<file path="src/inc/uac_pkg.sv">
// shared constants and types of the attach/reset host sequencer
package uac_pkg;
  // register byte offsets on the wishbone port
  localparam logic [7:0] CTRL_OFS = 8'h00;
  localparam logic [7:0] STAT_OFS = 8'h04;

  // control register fields
  localparam int CTRL_MODE_LSB   = 0;
  localparam int CTRL_EN_BIT     = 3;
  localparam int CTRL_AUTO_BIT   = 4;
  localparam int CTRL_RESUME_BIT = 5;

  // status register fields
  localparam int STAT_ATT_BIT    = 0;
  localparam int STAT_RST_BIT    = 1;
  localparam int STAT_DONE_BIT   = 2;
  localparam int STAT_REF_BIT    = 3;
  localparam int STAT_ST_LSB     = 4;
  localparam int STAT_SEEN_LSB   = 8;

  // mode strap codes
  localparam logic [2:0] MODE_RST_VAL  = 3'h0;
  localparam logic [2:0] MODE_RESERVED = 3'h4;

  // timing
  localparam int unsigned CLK_NS      = 50;
  localparam int unsigned ATTACH_NS   = 200;
  localparam int unsigned RECOVER_NS  = 1000;
  localparam int unsigned DETACH_NS   = 2500;
  localparam int unsigned EOP_NS      = 167;
  localparam int unsigned RESET_US    = 10;
  localparam int unsigned RESUME_US   = 20000;
  localparam int unsigned ATTACH_CYC  = (ATTACH_NS + CLK_NS - 1) / CLK_NS;
  localparam int unsigned RECOVER_CYC = (RECOVER_NS + CLK_NS - 1) / CLK_NS;
  localparam int unsigned DETACH_CYC  = (DETACH_NS + CLK_NS - 1) / CLK_NS;
  localparam int unsigned EOP_CYC     = (EOP_NS + CLK_NS - 1) / CLK_NS;
  localparam int unsigned RESET_CYC   = RESET_US * 1000 / CLK_NS;
  localparam int unsigned RESUME_CYC  = RESUME_US * 1000 / CLK_NS;
  localparam int unsigned CNT_W       = 20;

  typedef enum logic [1:0] {LN_REL, LN_SE0, LN_J, LN_K} uac_line_t;

  typedef enum logic [2:0] {
    ST_OFF, ST_WAIT, ST_ATT, ST_RESET, ST_RECOVER, ST_READY, ST_RESUME, ST_EOP
  } uac_st_t;
endpackage

</file>
<file path="src/inc/uac_line_if.sv">
// command and sampled line state between sequencer and pin driver
`timescale 1ns/1ps
interface uac_line_if;
  import uac_pkg::*;
  uac_line_t  cmd;
  logic [1:0] seen;  // {plus, minus} as sampled on the pins
  modport ctl (output cmd, input seen);
  modport drv (input cmd, output seen);
endinterface

</file>
<file path="src/rtl/uac_host_seq.sv">
// host-side controller: mode strap, attach watch, bus reset and resume
//
// The register addresses and the Wishbone slave port were decided locally.
`timescale 1ns/1ps
module uac_host_seq #(
  parameter int unsigned RESET_CYC_P  = uac_pkg::RESET_CYC,  // SE0 reset length
  parameter int unsigned RESUME_CYC_P = uac_pkg::RESUME_CYC  // resume K length
) (
  input  wire logic        clk_i,           // 20 MHz clock
  input  wire logic        rst_i,           // synchronous reset, active high
  input  wire logic        wb_cyc_i,        // wishbone cycle
  input  wire logic        wb_stb_i,        // wishbone strobe
  input  wire logic        wb_we_i,         // wishbone write
  input  wire logic [7:0]  wb_adr_i,        // byte address
  input  wire logic [3:0]  wb_sel_i,        // byte lanes
  input  wire logic [31:0] wb_dat_i,        // write data
  output logic      [31:0] wb_dat_o,        // read data
  output logic             wb_ack_o,        // acknowledge
  output logic      [2:0]  mode_sel_o,      // mode strap to the device
  input  wire logic        up_plus_i,       // up_line_plus level
  output logic             up_plus_o,       // up_line_plus drive value
  output logic             up_plus_oe_n_o,  // low while driving up_line_plus
  input  wire logic        up_minus_i,      // up_line_minus level
  output logic             up_minus_o,      // up_line_minus drive value
  output logic             up_minus_oe_n_o  // low while driving up_line_minus
);
  import uac_pkg::*;

  localparam logic [CNT_W-1:0] ATT_END = CNT_W'(ATTACH_CYC - 1);
  localparam logic [CNT_W-1:0] REC_END = CNT_W'(RECOVER_CYC - 1);
  localparam logic [CNT_W-1:0] DET_END = CNT_W'(DETACH_CYC - 1);
  localparam logic [CNT_W-1:0] EOP_END = CNT_W'(EOP_CYC - 1);
  localparam logic [CNT_W-1:0] RST_END = CNT_W'(RESET_CYC_P - 1);
  localparam logic [CNT_W-1:0] RES_END = CNT_W'(RESUME_CYC_P - 1);

  typedef struct packed {
    uac_st_t          st;
    logic [CNT_W-1:0] cnt;
    logic [2:0]       mode;
    logic             en;
    logic             auto_rst;
    logic             resume_req;
    logic             attached;
    logic             rst_done;
    logic             refused;
    logic             ack;
    logic [31:0]      dat;
    uac_line_t        cmd;
  } uac_main_t;

  uac_main_t  r;
  uac_main_t  n;
  uac_line_if line ();

  logic       wb_hit;
  logic       wr;
  logic [2:0] wr_mode;
  logic       plus_up;

  assign wb_hit  = wb_cyc_i && wb_stb_i && !r.ack;
  assign wr      = wb_hit && wb_we_i && wb_sel_i[0];
  assign wr_mode = wb_dat_i[CTRL_MODE_LSB +: 3];
  assign plus_up = line.seen == 2'b10;

  always_comb begin
    n     = r;
    n.ack = wb_hit;
    // register access first, so hardware events below win over clears
    if (wr && wb_adr_i == CTRL_OFS) begin
      // the strap may only move while the sequencer is off or being stopped
      if (wr_mode == MODE_RESERVED || (r.en && wb_dat_i[CTRL_EN_BIT])) begin
        if (wr_mode != r.mode) begin
          n.refused = 1'b1;
        end
      end else begin
        n.mode = wr_mode;
      end
      n.en       = wb_dat_i[CTRL_EN_BIT];
      n.auto_rst = wb_dat_i[CTRL_AUTO_BIT];
      if (wb_dat_i[CTRL_RESUME_BIT]) begin
        n.resume_req = 1'b1;
      end
    end
    if (wr && wb_adr_i == STAT_OFS) begin
      if (wb_dat_i[STAT_DONE_BIT]) begin
        n.rst_done = 1'b0;
      end
      if (wb_dat_i[STAT_REF_BIT] && !(wr && wb_adr_i == CTRL_OFS)) begin
        n.refused = 1'b0;
      end
    end
    if (wb_hit && !wb_we_i) begin
      case (wb_adr_i)
        CTRL_OFS: n.dat = {26'h0, r.resume_req, r.auto_rst, r.en, r.mode};
        STAT_OFS: n.dat = {22'h0, line.seen, 1'b0, r.st, r.refused, r.rst_done,
                           (r.st == ST_RESET), r.attached};
        default:  n.dat = 32'h0;
      endcase
    end

    n.cnt = r.cnt + CNT_W'(1);
    case (r.st)
      ST_OFF: begin
        n.cmd = LN_REL;
        n.cnt = '0;
        if (r.en) begin
          n.st = ST_WAIT;
        end
      end
      ST_WAIT: begin
        n.cmd = LN_REL;
        if (!plus_up) begin
          n.cnt = '0;
        end else if (r.cnt == ATT_END) begin
          n.st       = ST_ATT;
          n.attached = 1'b1;
          n.cnt      = '0;
        end
      end
      ST_ATT: begin
        n.cnt = '0;
        if (r.auto_rst) begin
          n.st  = ST_RESET;
          n.cmd = LN_SE0;
        end
      end
      ST_RESET: begin
        n.cmd = LN_SE0;
        if (r.cnt == RST_END) begin
          n.st  = ST_RECOVER;
          n.cmd = LN_REL;
          n.cnt = '0;
        end
      end
      ST_RECOVER: begin
        // the device pulls the line back up on its own after release
        if (plus_up) begin
          n.st       = ST_READY;
          n.rst_done = 1'b1;
          n.cnt      = '0;
        end else if (r.cnt == REC_END) begin
          n.st       = ST_WAIT;
          n.attached = 1'b0;
          n.cnt      = '0;
        end
      end
      ST_READY: begin
        if (r.resume_req) begin
          n.st         = ST_RESUME;
          n.cmd        = LN_K;
          // a request written in this very cycle is kept: the set wins over the clear
          n.resume_req = wr && wb_adr_i == CTRL_OFS && wb_dat_i[CTRL_RESUME_BIT];
          n.cnt        = '0;
        end else if (plus_up) begin
          n.cnt = '0;
        end else if (r.cnt == DET_END) begin
          n.st       = ST_WAIT;
          n.attached = 1'b0;
          n.cnt      = '0;
        end
      end
      ST_RESUME: begin
        n.cmd = LN_K;
        if (r.cnt == RES_END) begin
          n.st  = ST_EOP;
          n.cmd = LN_SE0;
          n.cnt = '0;
        end
      end
      ST_EOP: begin
        n.cmd = LN_SE0;
        if (r.cnt == EOP_END) begin
          n.st  = ST_READY;
          n.cmd = LN_REL;
          n.cnt = '0;
        end
      end
      default: begin
        n.st  = ST_OFF;
        n.cmd = LN_REL;
      end
    endcase
    if (!r.en) begin
      n.st       = ST_OFF;
      n.cmd      = LN_REL;
      n.attached = 1'b0;
    end
  end

  always_ff @(posedge clk_i) begin
    if (rst_i) begin
      r <= '{st: ST_OFF, cnt: '0, mode: MODE_RST_VAL, en: 1'b0, auto_rst: 1'b0,
             resume_req: 1'b0, attached: 1'b0, rst_done: 1'b0, refused: 1'b0,
             ack: 1'b0, dat: 32'h0, cmd: LN_REL};
    end else begin
      r <= n;
    end
  end

  assign line.cmd   = r.cmd;
  assign wb_dat_o   = r.dat;
  assign wb_ack_o   = r.ack;
  assign mode_sel_o = r.mode;

  uac_line_drv u_drv (
    .clk_i           (clk_i),
    .rst_i           (rst_i),
    .line            (line),
    .up_plus_i       (up_plus_i),
    .up_minus_i      (up_minus_i),
    .up_plus_o       (up_plus_o),
    .up_plus_oe_n_o  (up_plus_oe_n_o),
    .up_minus_o      (up_minus_o),
    .up_minus_oe_n_o (up_minus_oe_n_o)
  );
endmodule

</file>
<file path="src/rtl/uac_line_drv.sv">
// upstream line pin driver: turns a line command into pin levels
`timescale 1ns/1ps
module uac_line_drv (
  input  wire logic clk_i,          // 20 MHz clock
  input  wire logic rst_i,          // synchronous reset
  uac_line_if.drv   line,           // command in, sampled lines out
  input  wire logic up_plus_i,      // up_line_plus level
  input  wire logic up_minus_i,     // up_line_minus level
  output logic      up_plus_o,      // up_line_plus drive value
  output logic      up_plus_oe_n_o, // low while driving up_line_plus
  output logic      up_minus_o,     // up_line_minus drive value
  output logic      up_minus_oe_n_o // low while driving up_line_minus
);
  import uac_pkg::*;

  typedef struct packed {
    logic [1:0] out;
    logic       oe_n;
    logic [1:0] seen;
  } uac_drv_t;

  uac_drv_t drv_reg;
  uac_drv_t drv_next;

  always_comb begin
    drv_next      = drv_reg;
    drv_next.seen = {up_plus_i, up_minus_i};
    drv_next.oe_n = 1'b0;
    case (line.cmd)
      LN_SE0:  drv_next.out = 2'b00;
      LN_J:    drv_next.out = 2'b10;
      LN_K:    drv_next.out = 2'b01;
      default: begin
        drv_next.out  = 2'b00;
        drv_next.oe_n = 1'b1;
      end
    endcase
  end

  always_ff @(posedge clk_i) begin
    if (rst_i) begin
      drv_reg <= '{out: 2'b00, oe_n: 1'b1, seen: 2'b00};
    end else begin
      drv_reg <= drv_next;
    end
  end

  assign up_plus_o       = drv_reg.out[1];
  assign up_minus_o      = drv_reg.out[0];
  assign up_plus_oe_n_o  = drv_reg.oe_n;
  assign up_minus_oe_n_o = drv_reg.oe_n;
  assign line.seen       = drv_reg.seen;
endmodule
</file>
<file path="config.mk">
export PLATFORM = sky130hd
export DESIGN_NAME = uac_host_seq
export DESIGN_NICKNAME = d
export VERILOG_FILES = /design/src/inc/uac_pkg.sv /design/src/inc/uac_line_if.sv /design/src/rtl/uac_host_seq.sv /design/src/rtl/uac_line_drv.sv
export SDC_FILE = /design/constraint.sdc
export NUM_CORES = 1
export LEC_CHECK = 0
export BUFFER_PORTS_ARGS = -buffer_cell sky130_fd_sc_hd__buf_2
export CAP_MARGIN = 30
export CORE_MARGIN = 5
export CORE_UTILIZATION = 27
export CTS_CLUSTER_SIZE = 24
export DETAILED_ROUTE_END_ITERATION = 10
export SKIP_LAST_GASP = 1
export SYNTH_ARGS = -nofsm -noshare
export SYNTH_HDL_FRONTEND = slang
export SYNTH_SLANG_ARGS = --single-unit
</file>
<file path="constraint.sdc">
create_clock -name clk_i -period 3.32 [get_ports clk_i]
set_input_delay 0.166 -clock clk_i [delete_from_list [all_inputs] [get_ports clk_i]]
set_output_delay 0.166 -clock clk_i [all_outputs]
set_load 0.02 [all_outputs]
</file>
==> impl_metrics.toml, run 1 <==
[setup_path]
cp_max_fo = 5
cp-end-kind = "flop"
crit_type = "flop to flop"
start_kind = "flop"
arrival_ps = 2700
cp.required_ps = 3560

[power_and_ir_drop]
p_per_area_mw_per_mm2 = 352
cellLeakagePower_nw = 1.12
p_total_mw = 1.08
vdd_drop_max_v = 0.000151

[outcome]
status = "finished clean"

[job]
drv_cap = 0

[clock_tree]
cts_buffers = 5
clock-root-buffer = "clkbuf_8"
cts_resized = 0
clkTransAtPathRegs_ps = 80
htreeDepth = 2
cts_tree = "yes"
clockBufferDepth = 2
clkLatencyLatePin_ps = 300
cts_setup_buffers = 0
holdBufCountCts = 0
cts.sinks = 49

[routing]
via_per_inst = 4.64
ant_nets = 0
drt_pass1_iterations = 4
first_iter_violations = 140
vias = 2277
wl_per_cell_um = 12.1
drt_wl_total_um = 5960
drc_errors = 0

[floorplanning]
coreArea_mm2 = 0.0103
rows = 37
dieArea_mm2 = 0.0126
die_x_um = 112
start_util = 0.276
pin_count = 91
fp.dieH_um = 112

[layout]
multiInputGateArea_mm2 = 0.00158
register_area_um2 = 981
nNetsFinal = 407
design_area_mm2 = 0.00308
utilization = 0.299
drive_gt1_frac = 0.214
syn2layout_area_growth_pct = 8.61
n_antenna_cell = 0
n_fill_cell = 1102

[logic_synthesis]
yosysSeqAreaShare = 0.346
synth_edf_count = 0
postSynthCellCount = 333
yosys_warnings = 0
synth_flop_cell = "dfxtp_1"
async_reset_ff_frac = 0
avgSynthCellArea_um2 = 8.51
synth-seq-cells = 49
yosysUniqueCellTypes = 63
synth_area_mm2 = 0.00283

[placement]
place_worst_setup_slack_ps = 918
dp_hpwl_um = 4500
routabilityCongestion = 0.852
place_area_mm2 = 0.00296
port_buffers = 38

[timing]
fin_crit_sh = 0.741
setup_viol = 0
setup-tns-final_ps = 0
timing_worst_slew_pin_value_ps = 632
relSlewSlack = 0.577
hold_viol = 0
fin_ws_ps = 858
skew_ps = 5.62
grt_setup_unrepaired = "false"
fmax_mhz = 406
maxSlewViolCount = 0
fin_crit_ps = 2460

[global_routing]
grt_max_degree = 28
grt_pass1_wl_um = 10100
grt_overflow = 0
grt_pass1_vias = 2163
antenna_found_initial = 0
grtUsageTotal = 0.0936

[hold_path]
hp-class = "primary input to flop"
-- final timing paths --
kind / startpoint / to / slack, ps / cells after the start
worst min register to register: line.cmd[1] / u_drv.up_minus_oe_n_o / 480 / 1
worst max-delay path: r[44] / r[64] / 860 / 7
worst max register to register: r[44] / r[64] / 860 / 7
worst min-delay path: up_minus_i / u_drv.line.seen[0] / 120 / 2
-- cells in the final DEF, fill, tap and decap left out, types with 2 or more instances in the layout --
cell type / Yosys / layout
dfxtp_1: 49 / 49
nor2_1: 48 / 48
buf_2: 0 / 38
conb_1: 1 / 23
nand2_1: 22 / 22
nand3_1: 13 / 13
xnor2_1: 13 / 13
nor2_2: 10 / 10
inv_1: 9 / 9
a22oi_1: 9 / 9
xor2_1: 8 / 8
a21oi_1: 7 / 7
mux2i_1: 6 / 6
mux2_2: 6 / 6
clkbuf_8: 0 / 6
nor3_1: 5 / 5
nand4_1: 5 / 5
nor2b_1: 5 / 5
and3_1: 4 / 4
o21ai_0: 4 / 4
or3_1: 3 / 3
nor4_1: 3 / 3
nor3_2: 3 / 3
nor3b_1: 3 / 3
a31oi_1: 3 / 3
a32oi_1: 3 / 3
and4b_1: 2 / 2
nand2b_1: 2 / 2
o31ai_1: 2 / 2
o21bai_1: 2 / 2
o21a_1: 2 / 2
a2111oi_0: 2 / 2
or2_2: 2 / 2
ha_1: 2 / 2
-- where the power goes --
group          internal [mW]  switching (mW)  leakage [nW]
logic                 0.0152          0.0429         0.663
registers              0.589         0.00116         0.395
clock network          0.246           0.189        0.0585
total                  0.850           0.233          1.12
-- critical path, cell delays in order, from the launching register on --
cell and delay [ps]:
dfxtp_1 420, ha_1 250, nor3b_1 380, nand4_1 220
o211ai_1 300, o21ai_2 150, a2111oi_0 530, a31o_1 170
-- registers in the layout, summed over array words and instances, names as in the netlist --
register / cells
u_drv.up_minus_o: 1
r: 29
u_drv.up_minus_oe_n_o: 1
wb_dat_o: 9
mode_sel_o: 3
line.cmd: 2
u_drv.line.seen: 2
wb_ack_o: 1
u_drv.up_plus_o: 1
-- synthesized netlist by cell type, types with 5 or more instances --
| cell | count | area [µm²] |
|---|---|---|
| a21oi_1 | 7 | 35.0 |
| a22oi_1 | 9 | 67.6 |
| buf_4 | 36 | 270 |
| clkbuf_1 | 10 | 37.5 |
| dfxtp_1 | 49 | 981 |
| inv_1 | 9 | 33.8 |
| mux2_2 | 6 | 67.6 |
| mux2i_1 | 6 | 60.1 |
| nand2_1 | 22 | 82.6 |
| nand3_1 | 13 | 65.1 |
| nand4_1 | 5 | 31.3 |
| nor2_1 | 48 | 180 |
| nor2_2 | 10 | 62.6 |
| nor2b_1 | 5 | 31.3 |
| nor3_1 | 5 | 25.0 |
| xnor2_1 | 13 | 114 |
| xor2_1 | 8 | 70.1 |
-- metal layers --
| layer | GRT usage | share of wire |
|---|---|---|
| met3 | 0.0178 | 0.054 |
| met5 | 0 | 0 |
| met4 | 0.0280 | 0.011 |
| met2 | 0.152 | 0.48 |
| met1 | 0.126 | 0.46 |
-- logic make-up after synthesis --
logic type | count (synthesis) | synth area share
xor gates and xnor gates | 21 | 0.0649
other | 1 | 0.00132
buffers and inverters | 56 | 0.126
adders and majority gates | 2 | 0.00883
AOI/OAI and AO/OA | 49 | 0.132
DFF | 49 | 0.346
and+or+nand+nor | 141 | 0.267
muxes | 14 | 0.0539
-- per-stage QoR --
step | hold slack [ps] | cells
floorplan | 294 | 355
global placement | 414 | 483
detailed placement | 428 | 483
CTS | 114 | 491
global route | 109 | 491
finish | 116 | 491
-- final cells by class --
class / count / area share
timing repair buffer: 39 / 0.0643
inverter: 9 / 0.0110
tap: 136 / 0.0553
clock inverter: 1 / 0.00976
clock buffer: 7 / 0.0281
sequential: 49 / 0.319
multi-input combinational: 250 / 0.513
Power figures use the tool's default switching activity.
==> run 2, diff against run 1 <==
- clock period: 3.32 -> 2.16 ns (I/O delays scaled with it)
==> run 2 against run 1 <==
Against the previous run: power up 43%; clock power is 26% higher; flip-flop and latch count stayed put; maximum frequency is 18% higher.
==> impl_metrics.toml, run 2 (synthesis results as in run 1) <==
[clock_tree]
cts_buffers = 5
cts.sinks = 49
holdBufCountCts = 0
clock-root-buffer = "clkbuf_8"
htreeDepth = 2
cts_tree = "yes"
cts_setup_buffers = 0
clkTransAtPathRegs_ps = 100
clkLatencyLatePin_ps = 310
clockBufferDepth = 2

[layout]
final_common_cell = "nor2_1"
n_antenna_cell = 0
largest_reg_flops = 29
largest_register = "r"
final_cells = 507
layout_common_cells = "nor2_1, dfxtp_1, buf_2"
n_fill_cell = 1093
syn2layout_area_growth_pct = 14.8
drive_gt1_frac = 0.270
nNetsFinal = 423

[power_and_ir_drop]
vdd_drop_max_v = 0.000233
cellLeakagePower_nw = 1.21
p_per_area_mw_per_mm2 = 476
p_total_mw = 1.55

[setup_path]
worstPathCellList = "ha_4 -> nor3b_4 -> buf_6 -> nand4_1 -> o211ai_1 -> o21ai_2 -> or2_1 -> mux2_4"
cp.required_ps = 2360
cp-end-kind = "flop"
reg2reg_from = "r[44]"
crit_start = "r[44]"
cp-endpoint = "r[65]"
cp_max_fo = 5
arrival_ps = 2290
start_kind = "flop"
r2r_cells = 8
rrSetupSlack_ps = 70
max_stage_delay_ps = 360
crit_type = "flop to flop"
cpMaxStageDelayCell = "dfxtp_2"
regToRegEndpoint = "r[65]"

[job]
drv_cap = 0

[global_routing]
grt_overflow = 0
grt_pass1_wl_um = 10300
grtUsageTotal = 0.0972
grt_pass1_vias = 2235
grt_max_degree = 24
antenna_found_initial = 0

[placement]
dp_cells = 499
dp_hpwl_um = 4700
routabilityCongestion = 0.867
port_buffers = 38

[floorplanning]
die_x_um = 112
dieArea_mm2 = 0.0126
pin_count = 91
coreArea_mm2 = 0.0103
fp.dieH_um = 112
start_util = 0.276
rows = 37

[timing]
fmax_mhz = 478
maxSlewViolCount = 0
skew_ps = 14.4
fin_crit_ps = 2090
fin_crit_sh = 0.968
grt_setup_unrepaired = "true"
hold_viol = 0
setup_viol = 0

[outcome]
status = "finished clean"

[routing]
vias = 2302
drc_errors = 0
via_per_inst = 4.54
wl_met1_um = 2910
drt_wl_total_um = 6300
first_iter_violations = 197
wl_met2_um = 3080
wl_per_cell_um = 12.4
dr_wl_met3_um = 221
drt_pass1_iterations = 4
ant_nets = 0
top_layer = "met4"

[hold_path]
hp-class = "primary input to flop"
[run 2: per-layer routing]
metal	vias up	global-route usage
li1	1172	-
met1	1082	0.122
met2	42	0.168
met3	6	0.0178
met4	0	0.0321
met5	-	0
[run 2: where the power goes]
group | switching (mW) | internal (mW) | total, mW | leakage (nW)
clock network | 0.319 | 0.232 | 0.550 | 0.0456
registers | 0.00174 | 0.905 | 0.907 | 0.396
logic | 0.0670 | 0.0247 | 0.0916 | 0.764
total | 0.387 | 1.16 | 1.55 | 1.21
[run 2: final cells by class]
type / instances / area [µm²] / share of cell area
multi-input combinational: 250 / 1650 / 0.506
inverter: 9 / 33.8 / 0.0104
clock inverter: 2 / 13.8 / 0.00423
clock buffer: 6 / 72.6 / 0.0223
tap: 136 / 170 / 0.0523
sequential: 49 / 983 / 0.302
timing repair buffer: 55 / 334 / 0.103
[run 2: worst min-delay path by stage]
| stage | endpoint | start | cells past startpoint | slack (ps) |
|---|---|---|---|---|
| floorplan | u_drv.line.seen[0] | up_minus_i | 1 | 240 |
| CTS | u_drv.line.seen[0] | up_minus_i | 2 | 0.5 |
| global placement | u_drv.line.seen[0] | up_minus_i | 2 | 330 |
| finish | u_drv.line.seen[0] | up_minus_i | 2 | 8 |
| global route | u_drv.line.seen[0] | up_minus_i | 2 | 5 |
| detailed placement | u_drv.line.seen[0] | up_minus_i | 2 | 330 |
[run 2: through the flow]
step	area (µm²)	util	setup slack, ps	hold slack (ps)	TNS (ps)
6_report	3250	0.317	69.4	8.03	0
5_1_grt	3250	0.317	-43.9	4.68	-530
4_1_cts	3180	0.309	12.4	0.497	0
3_5_place_dp	3090	0.301	46.9	330	0
3_3_place_gp	3090	0.301	42.1	331	0
2_1_floorplan	2920	-	1.18	236	0
[run 2: critical path: cells and delay by family, from the launching register on]
family                   cells  cell delay, ps
AND/OR/NAND/NOR              3             620
adder cells (fa/ha/maj)      1             140
flip-flops                   1             360
buffers and inverters        1             120
AO/OA/AOI/OAI                2             440
multiplexers                 1             300
[run 2: what timing repair did]
| item | CTS | global route |
|---|---|---|
| pin swaps | 1 | 6 |
| resized for setup | 0 | 15 |
| endpoints found under the setup margin | 1 | 22 |
